## config.mk

```make
export PLATFORM = sky130hd
export DESIGN_NAME = sfm_front
export DESIGN_NICKNAME = d
export VERILOG_FILES = /design/src/common/sfm_pkg.sv /design/src/verilog/sfm_sync.sv /design/src/verilog/sfm_front.sv
export SDC_FILE = /design/constraint.sdc
export NUM_CORES = 1
export LEC_CHECK = 0
export BUFFER_PORTS_ARGS = -buffer_cell sky130_fd_sc_hd__buf_4
export CAP_MARGIN = 20
export CORE_ASPECT_RATIO = 1.1
export CORE_UTILIZATION = 30
export CTS_BUF_LIST = sky130_fd_sc_hd__clkbuf_8
export DETAILED_ROUTE_END_ITERATION = 16
export PLACE_DENSITY = 0.46
export SYNTH_ARGS = -nofsm -noshare
export SYNTH_HDL_FRONTEND = slang
export SYNTH_SLANG_ARGS = --single-unit
```

## constraint.sdc

```tcl
create_clock -name ref_clk -period 12 [get_ports ref_clk]
set_input_delay 2.4 -clock ref_clk [delete_from_list [all_inputs] [get_ports ref_clk]]
set_output_delay 2.4 -clock ref_clk [all_outputs]
set_load 0.01 [all_outputs]
```

## src/common/sfm_pkg.sv

```systemverilog
// Constants, types and decode helpers of the serial flash mode front end.
// How it works
// - Quad output and quad I/O opcodes need quad enable; lanes two and three turn bidirectional.
// - Opcode 38h enters four-wire command mode, FFh leaves it; one mode at a time.
// - Opcode takes two clocks on four lanes, or eight clocks on serial input.
// - Power-up and software reset leave the serial mode selected.
// - Four-wire command mode needs quad enable set before the switch.
// - Double-edge reads take the opcode on rising edges, then use both edges.
// - Pause exists only with quad enable clear; otherwise the pin is lane three.
// - Pause starts at pin fall if clock is low, else after next clock fall.
// - Pause ends at pin rise if clock is low, else after next clock fall.
// - While paused, output floats and clock and serial input are ignored.
// - Enable-reset then reset opcode resets; about 30us with no commands.
// - Select bit makes the shared pin pause (0) or active-low reset (1).
// - Reset low about 1us restores power-on state; aborts operations; blocks commands.
// - With quad enable set the shared pin is only a data lane.
// - Dedicated reset pin works regardless of select and quad enable bits.
// - Hardware reset overrides every other input and interrupts any operation.
// - Low supply holds reset; then write-class opcodes stay blocked for a delay.
// - Write latch clears at power-up and completion; write enable must precede writes.
// - After power-down only release-from-power-down is accepted.
// - Lock bit per block and edge sector; all set at power-on; 39h clears.
// - Scheme select chooses range protection (0) or individual locks (1).
// - Serial clock may idle low or high at chip select edges.
// - During busy only status reads and suspend are accepted.
// - Enter four-wire opcode is ignored while quad enable is clear.
`default_nettype none
package sfm_pkg;
	localparam logic [7:0] OP_ENTER_4W = 8'h38;
	localparam logic [7:0] OP_EXIT_4W = 8'hFF;
	localparam logic [7:0] OP_RST_EN = 8'h66;
	localparam logic [7:0] OP_RST = 8'h99;
	localparam logic [7:0] OP_WREN = 8'h06;
	localparam logic [7:0] OP_WRDI = 8'h04;
	localparam logic [7:0] OP_PDOWN = 8'hB9;
	localparam logic [7:0] OP_PREL = 8'hAB;
	localparam logic [7:0] OP_UNLOCK = 8'h39;
	localparam logic [7:0] OP_SUSPEND = 8'h75;
	localparam logic [7:0] OP_RDSR1 = 8'h05;
	localparam logic [7:0] OP_RDSR2 = 8'h35;
	localparam logic [7:0] OP_RDSR3 = 8'h15;
	localparam logic [7:0] OP_READ = 8'h03;
	localparam logic [7:0] OP_FREAD = 8'h0B;
	localparam logic [7:0] OP_DREAD_O = 8'h3B;
	localparam logic [7:0] OP_DREAD_IO = 8'hBB;
	localparam logic [7:0] OP_QREAD_O = 8'h6B;
	localparam logic [7:0] OP_QREAD_IO = 8'hEB;
	localparam logic [7:0] OP_DTR_READ = 8'h0D;
	localparam logic [7:0] OP_DTR_DREAD = 8'hBD;
	localparam logic [7:0] OP_DTR_QREAD = 8'hED;
	localparam logic [7:0] OP_PROG = 8'h02;
	localparam logic [7:0] OP_QPROG = 8'h32;
	localparam logic [7:0] OP_SE = 8'h20;
	localparam logic [7:0] OP_BE32 = 8'h52;
	localparam logic [7:0] OP_BE64 = 8'hD8;
	localparam logic [7:0] OP_CE1 = 8'hC7;
	localparam logic [7:0] OP_CE2 = 8'h60;
	localparam logic [7:0] OP_WRSR1 = 8'h01;
	localparam logic [7:0] OP_WRSR2 = 8'h31;
	localparam logic [7:0] OP_WRSR3 = 8'h11;
	localparam int CLK_PERIOD_NS = 25;
	localparam int RESET_PULSE_NS = 1000;
	localparam int RESET_PULSE_CYC = (RESET_PULSE_NS + CLK_PERIOD_NS - 1) / CLK_PERIOD_NS;
	localparam int SW_RESET_NS = 30000;
	localparam int SW_RESET_CYC = SW_RESET_NS / CLK_PERIOD_NS;
	localparam logic [4:0] OP_BITS = 5'h08;
	localparam logic [4:0] ADDR_BITS = 5'h18;
	localparam logic [4:0] DATA_BITS = 5'h08;
	localparam int LOCK_N = 286;
	localparam logic [8:0] TOP_SECT_BASE = 9'h010;
	localparam logic [8:0] MID_BLOCK_BASE = 9'h01F;
	localparam logic LOCK_RESET = 1'b1;
	localparam logic [7:0] SYNC_RESET = 8'h5F;
	typedef enum logic [1:0] {
		PH_OP = 2'b00,
		PH_ADDR = 2'b01,
		PH_DATA = 2'b10,
		PH_IGNORE = 2'b11
	} sfm_phase_t;
	typedef struct packed {
		logic valid;
		logic [7:0] opcode;
		logic [23:0] addr;
		logic dtr;
	} sfm_cmd_t;
	typedef struct packed {
		logic quad_enable_bit;
		logic pause_or_reset_select;
		logic protect_scheme_select;
	} sfm_cfg_t;
	typedef struct packed {
		logic four_wire_command_mode;
		logic write_latch_flag;
		logic paused;
		logic power_down;
		logic reset_busy;
		logic write_lockout;
	} sfm_stat_t;
	function automatic logic is_dtr(input logic [7:0] op);
		return op == OP_DTR_READ || op == OP_DTR_DREAD || op == OP_DTR_QREAD;
	endfunction
	function automatic logic is_read(input logic [7:0] op);
		return is_dtr(op) || op == OP_READ || op == OP_FREAD || op == OP_DREAD_O
			|| op == OP_DREAD_IO || op == OP_QREAD_O || op == OP_QREAD_IO;
	endfunction
	function automatic logic is_write(input logic [7:0] op);
		return op == OP_PROG || op == OP_QPROG || op == OP_SE || op == OP_BE32 || op == OP_BE64
			|| op == OP_CE1 || op == OP_CE2 || op == OP_WRSR1 || op == OP_WRSR2 || op == OP_WRSR3;
	endfunction
	function automatic logic is_addr(input logic [7:0] op);
		return is_read(op) || op == OP_UNLOCK || op == OP_PROG || op == OP_QPROG
			|| op == OP_SE || op == OP_BE32 || op == OP_BE64;
	endfunction
	function automatic logic is_quad(input logic [7:0] op);
		return op == OP_QREAD_O || op == OP_QREAD_IO || op == OP_QPROG || op == OP_DTR_QREAD;
	endfunction
	function automatic logic [2:0] addr_lanes(input logic [7:0] op, input logic fw);
		if (fw || op == OP_QREAD_IO || op == OP_DTR_QREAD) return 3'h4;
		if (op == OP_DREAD_IO || op == OP_DTR_DREAD) return 3'h2;
		return 3'h1;
	endfunction
	function automatic logic [2:0] out_lanes(input logic [7:0] op, input logic fw);
		if (fw || op == OP_QREAD_O || op == OP_QREAD_IO || op == OP_DTR_QREAD) return 3'h4;
		if (op == OP_DREAD_O || op == OP_DREAD_IO || op == OP_DTR_DREAD) return 3'h2;
		return 3'h1;
	endfunction
	function automatic logic [23:0] shift_in(input logic [23:0] a, input logic [3:0] io, input logic [2:0] n);
		if (n == 3'h4) return {a[19:0], io};
		if (n == 3'h2) return {a[21:0], io[1:0]};
		return {a[22:0], io[0]};
	endfunction
	function automatic logic [8:0] lock_index(input logic [23:0] a);
		if (a[23:16] == 8'h00) return {5'h00, a[15:12]};
		if (a[23:16] == 8'hFF) return TOP_SECT_BASE + {5'h00, a[15:12]};
		return MID_BLOCK_BASE + {1'b0, a[23:16]};
	endfunction
endpackage
`default_nettype wire

```

## src/verilog/sfm_sync.sv

```systemverilog
// Two-flop synchroniser for inputs from outside the clock domain.
`default_nettype none
module sfm_sync
	import sfm_pkg::*;
#(
	parameter int W = 8,
	parameter logic [W-1:0] RST_VAL = '0
) (
	input wire logic ref_clk,
	input wire logic rst_b,
	input wire logic [W-1:0] din,
	output logic [W-1:0] dout
);
	logic [W-1:0] meta;
	for (genvar i = 0; i < W; i++) begin : g_bit
		always_ff @(posedge ref_clk or negedge rst_b) begin
			if (!rst_b) begin
				meta[i] <= RST_VAL[i];
				dout[i] <= RST_VAL[i];
			end else begin
				meta[i] <= din[i];
				dout[i] <= meta[i];
			end
		end
	end
endmodule
`default_nettype wire

```

## src/verilog/sfm_front.sv

```systemverilog
// Mode, pause, reset and write protection front end of the serial flash.
`default_nettype none
module sfm_front
	import sfm_pkg::*;
#(
	parameter bit HAS_RESET_PIN = 1'b1,
	parameter int PUW_CYCLES = 4000
) (
	input wire logic ref_clk,
	input wire logic rst_b,
	input wire logic cs_b,
	input wire logic sck,
	input wire logic [3:0] io_in,
	output logic [3:0] io_out,
	output logic [3:0] io_oe_b,
	input wire logic reset_pin_b,
	input wire logic supply_ok,
	input wire sfm_cfg_t cfg,
	input wire logic busy,
	input wire logic op_done,
	input wire logic range_hit,
	input wire logic [7:0] rd_data,
	output var logic rd_next,
	output logic [23:0] prot_addr,
	output var sfm_cmd_t cmd,
	output logic abort,
	output sfm_stat_t stat
);

	// ----------------------------------------
	// Synchronised pins and edges
	// ----------------------------------------
	logic [7:0] sync_q;
	logic [3:0] io_s;
	logic cs_s;
	logic sck_s;
	logic rpin_s;
	logic pwr_s;
	logic sck_d;
	logic sck_rise;
	logic sck_fall;

	sfm_sync #(.W(8), .RST_VAL(SYNC_RESET)) u_sync (
		.ref_clk(ref_clk),
		.rst_b(rst_b),
		.din({supply_ok, reset_pin_b, sck, cs_b, io_in}),
		.dout(sync_q)
	);

	assign io_s = sync_q[3:0];
	assign cs_s = sync_q[4];
	assign sck_s = sync_q[5];
	assign rpin_s = sync_q[6];
	assign pwr_s = sync_q[7];
	assign sck_rise = sck_s && !sck_d;
	assign sck_fall = !sck_s && sck_d;

	// ----------------------------------------
	// State
	// ----------------------------------------
	sfm_phase_t phase;
	logic [4:0] cnt;
	logic [7:0] op;
	logic [23:0] addr;
	logic [7:0] dout;
	logic data_on;
	logic four_wire;
	logic wl;
	logic pdown;
	logic armed;
	logic paused;
	logic [5:0] hw_cnt;
	logic [10:0] sw_cnt;
	logic [15:0] puw_cnt;
	logic [LOCK_N-1:0] locks;

	// ----------------------------------------
	// Reset and pause decode
	// ----------------------------------------
	logic qe;
	logic hw_low;
	logic hw_fire;
	logic sw_fire;
	logic sw_busy;
	logic apply_rst;
	logic halt;
	logic puw_active;
	logic pause_allowed;
	logic live;

	assign qe = cfg.quad_enable_bit;
	assign hw_low = (HAS_RESET_PIN && !rpin_s)
		|| (!qe && cfg.pause_or_reset_select && !io_s[3]);
	assign hw_fire = hw_cnt == 6'(RESET_PULSE_CYC);
	assign sw_busy = sw_cnt != 11'h000;
	assign apply_rst = !pwr_s || hw_fire || sw_fire;
	assign halt = hw_low || sw_busy || !pwr_s;
	assign puw_active = pwr_s && puw_cnt != 16'(PUW_CYCLES);
	assign pause_allowed = !qe && !cfg.pause_or_reset_select;
	assign live = !cs_s && !paused && !halt;
	assign abort = apply_rst;

	// ----------------------------------------
	// Opcode capture and acceptance
	// ----------------------------------------
	logic [4:0] op_step;
	logic [7:0] next_op;
	logic op_edge;
	logic op_end;
	logic op_ok;
	logic op_take;

	assign op_step = four_wire ? 5'h04 : 5'h01;
	assign next_op = four_wire ? {op[3:0], io_s} : {op[6:0], io_s[0]};
	assign op_edge = live && phase == PH_OP && sck_rise;
	assign op_end = op_edge && 5'(cnt + op_step) == OP_BITS;
	assign op_ok = (!pdown || next_op == OP_PREL)
		&& (!busy || next_op == OP_RDSR1 || next_op == OP_RDSR2
		|| next_op == OP_RDSR3 || next_op == OP_SUSPEND)
		&& (!is_quad(next_op) || qe)
		&& (!is_write(next_op) || (wl && !puw_active))
		&& (next_op != OP_WREN || !puw_active)
		&& (next_op != OP_ENTER_4W || qe);
	assign op_take = op_end && op_ok;
	assign sw_fire = op_take && next_op == OP_RST && armed;

	// ----------------------------------------
	// Address, protection and data out
	// ----------------------------------------
	logic dtr;
	logic [2:0] alanes;
	logic [2:0] olanes;
	logic [23:0] next_addr;
	logic addr_edge;
	logic addr_end;
	logic [8:0] lidx;
	logic blocked;
	logic out_edge;
	logic byte_end;
	logic issue;
	logic drive;
	logic [3:0] lane_mask;

	assign dtr = is_dtr(op);
	assign alanes = addr_lanes(op, four_wire);
	assign olanes = out_lanes(op, four_wire);
	assign next_addr = shift_in(addr, io_s, alanes);
	assign addr_edge = live && phase == PH_ADDR && (sck_rise || (dtr && sck_fall));
	assign addr_end = addr_edge && 5'(cnt + {2'b00, alanes}) == ADDR_BITS;
	assign prot_addr = next_addr;
	assign lidx = lock_index(next_addr);
	assign blocked = cfg.protect_scheme_select ? locks[lidx] : range_hit;
	assign out_edge = live && phase == PH_DATA && (sck_fall || (dtr && sck_rise));
	assign byte_end = out_edge && data_on && 5'(cnt + {2'b00, olanes}) == DATA_BITS;
	assign issue = (op_take && !is_addr(next_op)) || (addr_end && !(is_write(op) && blocked));
	assign drive = phase == PH_DATA && data_on && !cs_s && !paused;
	assign lane_mask = olanes == 3'h4 ? 4'h0 : (olanes == 3'h2 ? 4'hC : 4'hD);
	assign io_oe_b = drive ? lane_mask : 4'hF;
	assign io_out = olanes == 3'h4 ? dout[7:4] : {2'b00, dout[7], olanes == 3'h2 && dout[6]};
	assign stat = '{four_wire_command_mode: four_wire, write_latch_flag: wl, paused: paused,
		power_down: pdown, reset_busy: halt, write_lockout: puw_active};

	// ----------------------------------------
	// Frame sequencing
	// ----------------------------------------
	always_ff @(posedge ref_clk or negedge rst_b) begin
		if (!rst_b) begin
			phase <= PH_OP;
			cnt <= 5'h00;
			op <= 8'h00;
			data_on <= 1'b0;
		end else if (apply_rst || cs_s) begin
			phase <= PH_OP;
			cnt <= 5'h00;
			data_on <= 1'b0;
		end else if (op_end) begin
			op <= next_op;
			cnt <= 5'h00;
			phase <= (op_take && is_addr(next_op)) ? PH_ADDR : PH_IGNORE;
		end else if (op_edge) begin
			op <= next_op;
			cnt <= 5'(cnt + op_step);
		end else if (addr_end) begin
			cnt <= 5'h00;
			phase <= is_read(op) ? PH_DATA : PH_IGNORE;
		end else if (addr_edge) begin
			cnt <= 5'(cnt + {2'b00, alanes});
		end else if (out_edge) begin
			data_on <= 1'b1;
			cnt <= (byte_end || !data_on) ? 5'h00 : 5'(cnt + {2'b00, olanes});
		end
	end

	always_ff @(posedge ref_clk or negedge rst_b) begin
		if (!rst_b) begin
			sck_d <= 1'b0;
			addr <= 24'h000000;
		end else begin
			sck_d <= sck_s;
			addr <= addr_edge ? next_addr : addr;
		end
	end

	always_ff @(posedge ref_clk or negedge rst_b) begin
		if (!rst_b) begin
			dout <= 8'h00;
			rd_next <= 1'b0;
		end else begin
			rd_next <= (addr_end && is_read(op)) || byte_end;
			if ((addr_end && is_read(op)) || byte_end) begin
				dout <= rd_data;
			end else if (out_edge && data_on) begin
				dout <= 8'(dout << olanes);
			end
		end
	end

	always_ff @(posedge ref_clk or negedge rst_b) begin
		if (!rst_b) begin
			cmd <= '0;
		end else begin
			cmd.valid <= issue;
			cmd.opcode <= addr_end ? op : next_op;
			cmd.addr <= addr_end ? next_addr : 24'h000000;
			cmd.dtr <= addr_end && dtr;
		end
	end

	// ----------------------------------------
	// Mode, latch and power-down flags
	// ----------------------------------------
	always_ff @(posedge ref_clk or negedge rst_b) begin
		if (!rst_b) begin
			four_wire <= 1'b0;
			pdown <= 1'b0;
			armed <= 1'b0;
		end else if (apply_rst) begin
			four_wire <= 1'b0;
			pdown <= 1'b0;
			armed <= 1'b0;
		end else if (op_take) begin
			four_wire <= next_op == OP_ENTER_4W || (four_wire && next_op != OP_EXIT_4W);
			pdown <= next_op == OP_PDOWN;
			armed <= next_op == OP_RST_EN;
		end
	end

	always_ff @(posedge ref_clk or negedge rst_b) begin
		if (!rst_b) begin
			wl <= 1'b0;
		end else if (apply_rst) begin
			wl <= 1'b0;
		end else if (op_take && next_op == OP_WREN) begin
			wl <= 1'b1;
		end else if (op_done || (op_take && next_op == OP_WRDI)) begin
			wl <= 1'b0;
		end
	end

	always_ff @(posedge ref_clk or negedge rst_b) begin
		if (!rst_b) begin
			paused <= 1'b0;
		end else if (cs_s || !pause_allowed || halt) begin
			paused <= 1'b0;
		end else if (!sck_s) begin
			paused <= !io_s[3];
		end
	end

	// ----------------------------------------
	// Reset timers
	// ----------------------------------------
	always_ff @(posedge ref_clk or negedge rst_b) begin
		if (!rst_b) begin
			hw_cnt <= 6'h00;
			sw_cnt <= 11'h000;
			puw_cnt <= 16'h0000;
		end else begin
			hw_cnt <= !hw_low ? 6'h00 : (hw_fire ? hw_cnt : 6'(hw_cnt + 6'h01));
			sw_cnt <= sw_fire ? 11'(SW_RESET_CYC) : (sw_busy ? 11'(sw_cnt - 11'h001) : sw_cnt);
			puw_cnt <= !pwr_s ? 16'h0000 : (puw_active ? 16'(puw_cnt + 16'h0001) : puw_cnt);
		end
	end

	// ----------------------------------------
	// Individual locks
	// ----------------------------------------
	for (genvar i = 0; i < LOCK_N; i++) begin : g_lock
		always_ff @(posedge ref_clk or negedge rst_b) begin
			if (!rst_b) begin
				locks[i] <= LOCK_RESET;
			end else if (apply_rst) begin
				locks[i] <= LOCK_RESET;
			end else if (addr_end && op == OP_UNLOCK && lidx == 9'(i)) begin
				locks[i] <= 1'b0;
			end
		end
	end
endmodule
`default_nettype wire

```

After elaboration in Yosys (flattened, before gate mapping). Cells that the tools add are included.

Add/sub/neg operators: 8. Magnitude comparators: 1. Equal/unequal tests: 359. Shift-type cells: 1. Mux-type cells: 651. Bitwise gates (word level): 1. Reductions and logical operators: 724.

Operators with widths (number): $eq A9 B8 Y1 const B (128); $mux W1 (605); $reduce_bool A2 Y1 (291); $eq A9 B7 Y1 const B (64); $logic_and A1 B1 Y1 (329); $eq A9 B6 Y1 const B (32); $eq A9 B9 Y1 const B (30); $eq A9 B5 Y1 const B (16); $eq A8 B8 Y1 const B (16); $mux W24 (5); $eq A8 B6 Y1 const B (12); $logic_or A1 B1 Y1 (75); $eq A9 B4 Y1 const B (8); $eq A8 B7 Y1 const B (8); $mux W8 (6); $eq A9 B3 Y1 const B (4); $mux W9 (4); $mux W5 (7); $eq A8 B2 Y1 const B (4); $eq A8 B4 Y1 const B (4); $mux W16 (2); $mux W3 (9); $eq A8 B3 Y1 const B (3); $eq A8 B5 Y1 const B (3); 40 further kinds (80).

Register bits after elaboration: 423. Bits of input ports: 24. Word-level logic and storage cells: 2067.

Logic depth before layout (Yosys ltp). Gate-level depths: netlist of run 1.

Word-level depth: 24. Mapped depth: 22. Mapped depth without buffers: 18.

Cells and area by module. Synthesis of run 1 repeated with hierarchy kept, for this count alone.

Cells, all modules: 2160. Area, all modules: 20185.6 µm².

Modules (own cells, without submodules): sfm_front (times used 1, cells an instance 2144, area an instance 19770.2 µm², seq. area each 10542.6 µm²); sfm_sync (times used 1, cells an instance 16, area an instance 415.4 µm², seq. area each 415.4 µm²).

Least setup slack after synthesis of run 1. Ideal clock, no wire load.

Path type: in2out. Start point: in cfg[2] in the netlist's numbering. End point: out abort. Arrival: 4789 ps. Data required time: 9600 ps. Setup slack: 4811 ps. Cell stages on the path: 11. Path through: nor2_1 -> a21boi_1 -> nand3_2 -> nor4_2 -> nor3b_4 -> nand3b_2 -> nor4_4 -> nand4_2 -> and3_1 -> buf_6 -> clkinv_4.

Word-level cells in the longest chain between the ends: 15. Elaborated cells between the ends (all ways): 21.

RTL lines: start: declaration (RTL line sfm_front.sv:18) `input wire sfm_cfg_t cfg,`; $logic_not A1 Y1 (RTL line sfm_front.sv:93) `|| (!qe && cfg.pause_or_reset_select && !io_s[3]);`; $logic_and A1 B1 Y1 (2 in series) (RTL line sfm_front.sv:93); $logic_or A1 B1 Y1 (RTL line sfm_front.sv:93); $logic_or A1 B1 Y1 (2 in series) (RTL line sfm_front.sv:97) `assign halt = hw_low || sw_busy || !pwr_s;`; net halt (RTL line sfm_front.sv:86) `logic halt;`; $logic_not A1 Y1 (RTL line sfm_front.sv:100) `assign live = !cs_s && !paused && !halt;`; $logic_and A1 B1 Y1 (RTL line sfm_front.sv:100); $logic_and A1 B1 Y1 (2 in series) (RTL line sfm_front.sv:115) `assign op_edge = live && phase == PH_OP && sck_rise;`; $logic_and A1 B1 Y1 (RTL line sfm_front.sv:116) `assign op_end = op_edge && 5'(cnt + op_step) == OP_BITS;`; $logic_and A1 B1 Y1 (RTL line sfm_front.sv:124) `assign op_take = op_end && op_ok;`; $logic_and A1 B1 Y1 (2 in series) (RTL line sfm_front.sv:125) `assign sw_fire = op_take && next_op == OP_RST && armed;`; $logic_or A1 B1 Y1 (RTL line sfm_front.sv:96) `assign apply_rst = !pwr_s || hw_fire || sw_fire;`; end: declaration (RTL line sfm_front.sv:26) `output logic abort,`.

The timed path passes the listed nets, and every way through them passes these cells.

Worst setup path in the final report of run 1.
Start point: in cfg[2] in the netlist's numbering. End point: out abort.

Word-level cells in the longest chain between the ends: 15. Elaborated cells between the ends (all ways): 21.

RTL lines (RTL line): $logic_not A1 Y1 (sfm_front.sv:93); $logic_and A1 B1 Y1 (2 in series) (sfm_front.sv:93); $logic_or A1 B1 Y1 (sfm_front.sv:93); $logic_or A1 B1 Y1 (2 in series) (sfm_front.sv:97); $logic_not A1 Y1 (sfm_front.sv:100); $logic_and A1 B1 Y1 (sfm_front.sv:100); $logic_and A1 B1 Y1 (2 in series) (sfm_front.sv:115); $logic_and A1 B1 Y1 (sfm_front.sv:116); $logic_and A1 B1 Y1 * (sfm_front.sv:124); $logic_and A1 B1 Y1 * (2 in series) (sfm_front.sv:125); $logic_or A1 B1 Y1 * (sfm_front.sv:96).

Every way passes the cells marked *; elsewhere a longest branch is shown, timed or not.

==> flow_summary_export.csv, run 1 <==
group,metric,value,unit
critical_path,crit_fanout,58,
drt,drc,0,
timing,setup_viol,0,
cts,cts_post_setup_buffers_inserted,0,
timing,tightest_slew,1.25,ns
synth,ys_seq_elements,423,
timing,worst_hold_slack,0.352,ns
drt,drtPass1Iterations,7,
global_routing,grt-ovfl-total,0,
critical_path,endpoint_kind,"primary output",
floorplanning,start_util,30.3,%
drt,routed_wl,69000,µm
global_routing,grt_pass1_wl,108000,µm
synth,synth_area_leaders,"dfstp_2 37%, dfrtp_1 15%, nand2_1 10%",
critical_path,crit_path_start_kind,"primary input",
floorplanning,die-area,0.0722,mm²
timing,slew_headroom,16.6,%
synth,synth_top_area_cell,"dfstp_2",
synth,synth-edff-count,0,
drt,dr.first_iter.drc_count,1435,
floorplanning,rows,102,
timing,slew_viol_final,0,
timing,hold_violations,0,
global_routing,grt_use_total,19.2,%
finish,nFillCells,7273,
cts,cts_buffer_depth,3,
finish,area_growth,13.9,%
cts,clk_latency,0.68,ns
timing,setup_tns,0,ns
critical_path,worstSetupPathType,"primary input to primary output",
synth,avgSynthCellArea,9.11,µm²
timing,fmax,124,MHz
synth,synthesis.area,0.0213,mm²
synth,synthArstFlopShare,100,%
synth,synth_cell_type_count,93,
cts,clk_pin_slew,0.06,ns
synth,synthFlopType,"dfstp_2",
placement,dpl_worst_slack,3.86,ns
finish,final_area,0.0243,mm²
placement,gp_congestion,0.886,
finish,layout_commonest_cell,"nand2_1",
flow_run,cap_viol_max_count,0,
floorplanning,coreArea,0.0704,mm²
floorplanning,io-pin-count,98,
power_and_ir_drop,p_leak,9.75,nW
placement,port_buffers,97,
drt,vias,17800,
cts,hold_buffers,0,
global_routing,antenna_found_initial,1,
timing,worst_slack,3.93,ns
cts,cts_made_buffers,75,
floorplanning,die_h,282,µm
finish,final_nets,2433,
cts,cts.sinks,423,
floorplanning,fp.dieW,256,µm
finish,fin_util,34.5,%
status,status,"finished, final reports clean",
timing,fin_crit_sh,67.3,%
finish,final_cell_mix,"575 x nand2_1, 344 x o21ai_0, 298 x dfstp_2",
critical_path,arrival,5.67,ns
synth,synth_cells,2344,
cts,tritoncts,"yes",
power_and_ir_drop,ir_drop,0.0000712,V
cts,cts_root_buf,"clkbuf_8",
global_routing,grt_pass1_vias,17800,
cts,cts-resized-gates,0,
drt,routed_via_density,5.26,
timing,layout_min_cycle_time,8.07,ns
timing,final.setup_skew,0.0477,ns
hold_path,hold_path.class,"flop to flop",
cts,cts_htree_levels,3,
drt,wire_per_inst,20.4,µm
synth,yosys.area.top_type_share,36.7,%
synth,synth_warnings,0,
timing,rsz0062_at_grt,"false",
placement,dpl.hpwl,43900,µm
drt,ant_nets,0,
placement,placed_area,0.0228,mm²
synth,syn-num-nets,2386,
power_and_ir_drop,p_per_area,118,mW/mm²
global_routing,grt_max_degree,232,
finish,drive_gt1_share,24.0,%
critical_path,cp.required,9.60,ns
synth,ys_seq_area_share,51.3,%
-- worst paths after layout --
check,cells after the start,slack [ns],start,end
min reg2reg,0,0.35,u_sync.meta[7]$_DFF_PN0_,u_sync.dout[7]$_DFF_PN0_
min in group asynchronous,1,1.77,rst_b,hw_cnt[5]$_DFFE_PN0P_
min,0,0.35,u_sync.meta[7]$_DFF_PN0_,u_sync.dout[7]$_DFF_PN0_
max in group asynchronous,4,8.23,rst_b,locks[184]$_DFFE_PN1P_
max,12,3.93,cfg[2],abort
max reg2reg,17,4.97,op[2]$_DFFE_PN0P_,cmd[33]$_DFF_PN0_
-- sequential cells by signal, indices dropped and copies added, names as in the netlist --
name,flops
cmd,34
armed,1
dout,8
cnt,5
paused,1
hw_cnt,6
phase,2
puw_cnt,16
sw_cnt,11
rd_next,1
sck_d,1
wl,1
addr,23
data_on,1
four_wire,1
locks,286
u_sync.meta,8
op,8
pdown,1
u_sync.dout,8
-- area by class of cell --
cell class / count / area, µm² / area share [%]
tap: 936 / 1170 / 4.81
inverter: 54 / 208 / 0.854
clock inverter: 43 / 290 / 1.19
antenna: 1 / 2.50 / 0.0103
clock buffer: 88 / 1210 / 4.98
timing repair buffer: 128 / 1010 / 4.17
sequential: 423 / 11000 / 45.0
multi-input combinational: 1709 / 9470 / 38.9
-- cells in the mapped netlist (all sizes together) (4+ instances only) --
master  count
mux2i      81
or3        11
ha         16
nor2      154
a21o       10
xor2       11
a41oi       7
buf        51
a22oi      11
and2       27
a32oi      28
inv        52
a21oi      89
nand3      65
nand4      23
o221ai     10
nor2b       9
dfrtp     125
mux2       15
nor3       19
a31oi      22
o21ai     346
a21boi      5
o22ai      23
o31ai       7
clkbuf    107
and3        8
xnor2      30
nand2     575
a211oi     10
nor4       15
nand2b      8
dfstp     298
and4        4
a221oi     12
o32ai       4
nor3b       7
o41ai       7
-- power breakdown --
| group | switching (mW) | total [mW] | internal, mW |
|---|---|---|---|
| Sequential | 0.00640 | 1.45 | 1.44 |
| Combinational | 0.0520 | 0.0670 | 0.0149 |
| Clock | 0.637 | 1.35 | 0.718 |
| Total | 0.695 | 2.87 | 2.17 |
-- kinds of logic after synthesis --
kind of cell / after synthesis / synth area share (%)
mux: 96 / 4.68
simple gates: 943 / 19.3
fa+ha+maj: 18 / 1.13
buf+inv: 212 / 4.45
flops: 423 / 51.3
xor+xnor: 41 / 1.72
compound gates: 611 / 17.4
-- critical path: stages --
cell      delay (ns)
buf_4           0.09
nor2_1          0.04
a21boi_1        0.52
nand3_2         0.20
nor4_2          0.23
nor3b_4         0.42
nand3b_2        0.19
nor4_4          0.57
nand4_2         0.27
and3_4          0.45
clkinv_4        0.15
buf_4           0.14
-- layer usage --
layer / up-vias / share of wire (%) / global-route usage, %
met5: - / 0 / 0
met2: 539 / 50 / 33.3
met3: 113 / 4.7 / 2.82
li1: 8217 / - / -
met1: 8909 / 43 / 24.2
met4: 0 / 2.4 / 6.60
-- through the flow --
step	cells	power [mW]
after floorplan	2344	1.49
after global placement	3249	1.53
after detailed placement	3249	1.54
after CTS	3380	2.92
after global routing	3382	3.00
final	3382	2.87
(Power assumes the default switching activity.)
==> run 2: changes to the inputs <==
Settings changed: PLACE_DENSITY 0.46 to 0.47.
Clock period 12 ns to 7.05 ns, I/O delays scaled along.
==> run 2 against run 1 <==
  * Worst hold slack worse by 0.0097 ns
  * Sequential share of layout area fell by 0.19 points
  * First-iteration DRC count rose by 5.1%
  * Critical path type is now flop to flop
==> flow_summary_export.csv, run 2 (synthesized netlist as in run 1, its figures left out) <==
group,metric,value,unit
status,status,"finished, final reports clean",
critical_path,arrival,6.81,ns
floorplanning,coreArea,0.0704,mm²
placement,port_buffers,97,
critical_path,crit_fanout,70,
cts,clk_latency,0.69,ns
timing,setup_viol,0,
timing,layout_min_cycle_time,6.27,ns
drt,wire_per_inst,21.0,µm
global_routing,grt_use_total,19.7,%
critical_path,endpoint_kind,"flop",
power_and_ir_drop,p_total,4.88,mW
placement,dpl.hpwl,45800,µm
placement,placed_area,0.0229,mm²
hold_path,hold_path.class,"flop to flop",
global_routing,antenna_found_initial,1,
drt,dr.first_iter.drc_count,1508,
drt,drtPass1Iterations,5,
finish,register_area,0.0110,mm²
drt,routed_via_density,5.21,
finish,final_area,0.0244,mm²
power_and_ir_drop,ir_drop,0.0000942,V
power_and_ir_drop,switching_share,24.5,%
cts,cts_htree_levels,3,
cts,clk_pin_slew,0.07,ns
global_routing,grt_pass1_vias,17700,
finish,layout_commonest_cell,"nand2_1",
power_and_ir_drop,clkPwrFrac,47.3,%
global_routing,grt-ovfl-total,0,
power_and_ir_drop,seq_power_share,50.4,%
power_and_ir_drop,p_leak,9.82,nW
finish,regMostFlops,"locks",
flow_run,cap_viol_max_count,0,
drt,ant_nets,0,
finish,reg_top3,"locks x286, cmd x34, addr x23",
timing,rsz0062_at_grt,"false",
critical_path,worstSetupPathType,"flop to flop",
drt,routed_wl,71400,µm
timing,setup_tns,0,ns
power_and_ir_drop,p_per_area,200,mW/mm²
power_and_ir_drop,p_int,3.69,mW
cts,cts_root_buf,"clkbuf_8",
floorplanning,start_util,30.3,%
power_and_ir_drop,p_comb_share,2.3,%
cts,cts-resized-gates,0,
timing,fmax,160,MHz
cts,cts.sinks,423,
cts,cts_buffer_depth,3,
finish,nFillCells,7300,
timing,hold_violations,0,
cts,cts_post_setup_buffers_inserted,0,
cts,cts_made_buffers,76,
finish,multi_input_area,0.00948,mm²
floorplanning,io-pin-count,98,
timing,slew_headroom,31.1,%
timing,tightest_slew,1.03,ns
placement,gp_congestion,0.868,
finish,fin_cells,3402,
floorplanning,die-area,0.0722,mm²
global_routing,grt_max_degree,210,
finish,drive_gt1_share,24.5,%
drt,drc,0,
finish,final_cell_mix,"575 x nand2_1, 344 x o21ai_0, 298 x dfstp_2",
finish,largest_reg_flops,286,
placement,dpl_worst_slack,0.825,ns
critical_path,crit_path_start_kind,"flop",
timing,worst_hold_slack,0.342,ns
floorplanning,fp.dieW,256,µm
finish,final_nets,2450,
timing,fin_crit_sh,88.9,%
timing,worst_slack,0.781,ns
timing,final.setup_skew,0.0602,ns
critical_path,cp.required,7.59,ns
global_routing,grt_pass1_wl,110000,µm
power_and_ir_drop,switching_power,1.20,mW
placement,placed_cells,3266,
timing,slew_viol_final,0,
floorplanning,rows,102,
drt,vias,17700,
floorplanning,die_h,282,µm
finish,fin_util,34.7,%
cts,tritoncts,"yes",
cts,hold_buffers,0,
finish,area_growth,14.4,%
run 2: worst max-delay path, cell delays in order (launching register included):
cell and delay, ns:
dfrtp_1 0.56, and4b_1 0.36, a31oi_4 0.56, o22ai_1 0.21, or2_2 0.35, inv_1 0.09, ha_1 0.15, o21ai_0 0.14
nor4_4 0.38, a22o_4 0.42, a22o_4 0.84, nand2_1 0.14, nand3_1 0.13, a21oi_1 0.08, o41ai_1 0.86, nand4_1 0.23
a221oi_2 0.41, o221ai_1 0.19
run 2: cell type report:
cell class / instances / share of cell area [%]
multi-input combinational: 1709 / 38.8
clock inverter: 42 / 0.948
antenna: 3 / 0.0307
clock buffer: 91 / 5.13
inverter: 54 / 0.850
timing repair buffer: 144 / 4.61
sequential: 423 / 44.9
tap: 936 / 4.79
run 2: worst paths after layout:
check,endpoint,slack [ns],startpoint,cells after the start
max,cmd[33]$_DFF_PN0_,0.78,op[5]$_DFFE_PN0P_,17
min,u_sync.dout[5]$_DFF_PN0_,0.34,u_sync.meta[5]$_DFF_PN0_,0
max reg2reg,cmd[33]$_DFF_PN0_,0.78,op[5]$_DFFE_PN0P_,17
min reg2reg,u_sync.dout[5]$_DFF_PN0_,0.34,u_sync.meta[5]$_DFF_PN0_,0
max in group asynchronous,armed$_DFFE_PN0P_,4.83,rst_b,2
min in group asynchronous,sck_d$_DFF_PN0_,0.77,rst_b,1
run 2: power by group through the flow:
stage / Combinational [mW] / Clock, mW / Sequential (mW)
finish: 0.114 / 2.31 / 2.46
global route: 0.129 / 2.48 / 2.46
CTS: 0.118 / 2.39 / 2.46
detailed placement: 0.118 / 0 / 2.50
global placement: 0.115 / 0 / 2.50
floorplan: 0.0420 / 0 / 2.49
run 2: layer usage:
layer  wire length, µm  share of wire (%)  GRT usage [%]  vias up
met4              2160                3.0           7.23        0
met5                 0                  0              0        -
met1             30900                 43           25.4     8805
li1                  -                  -              -     8242
met2             34300                 48           32.9      540
met3              4000                5.6           3.59      139
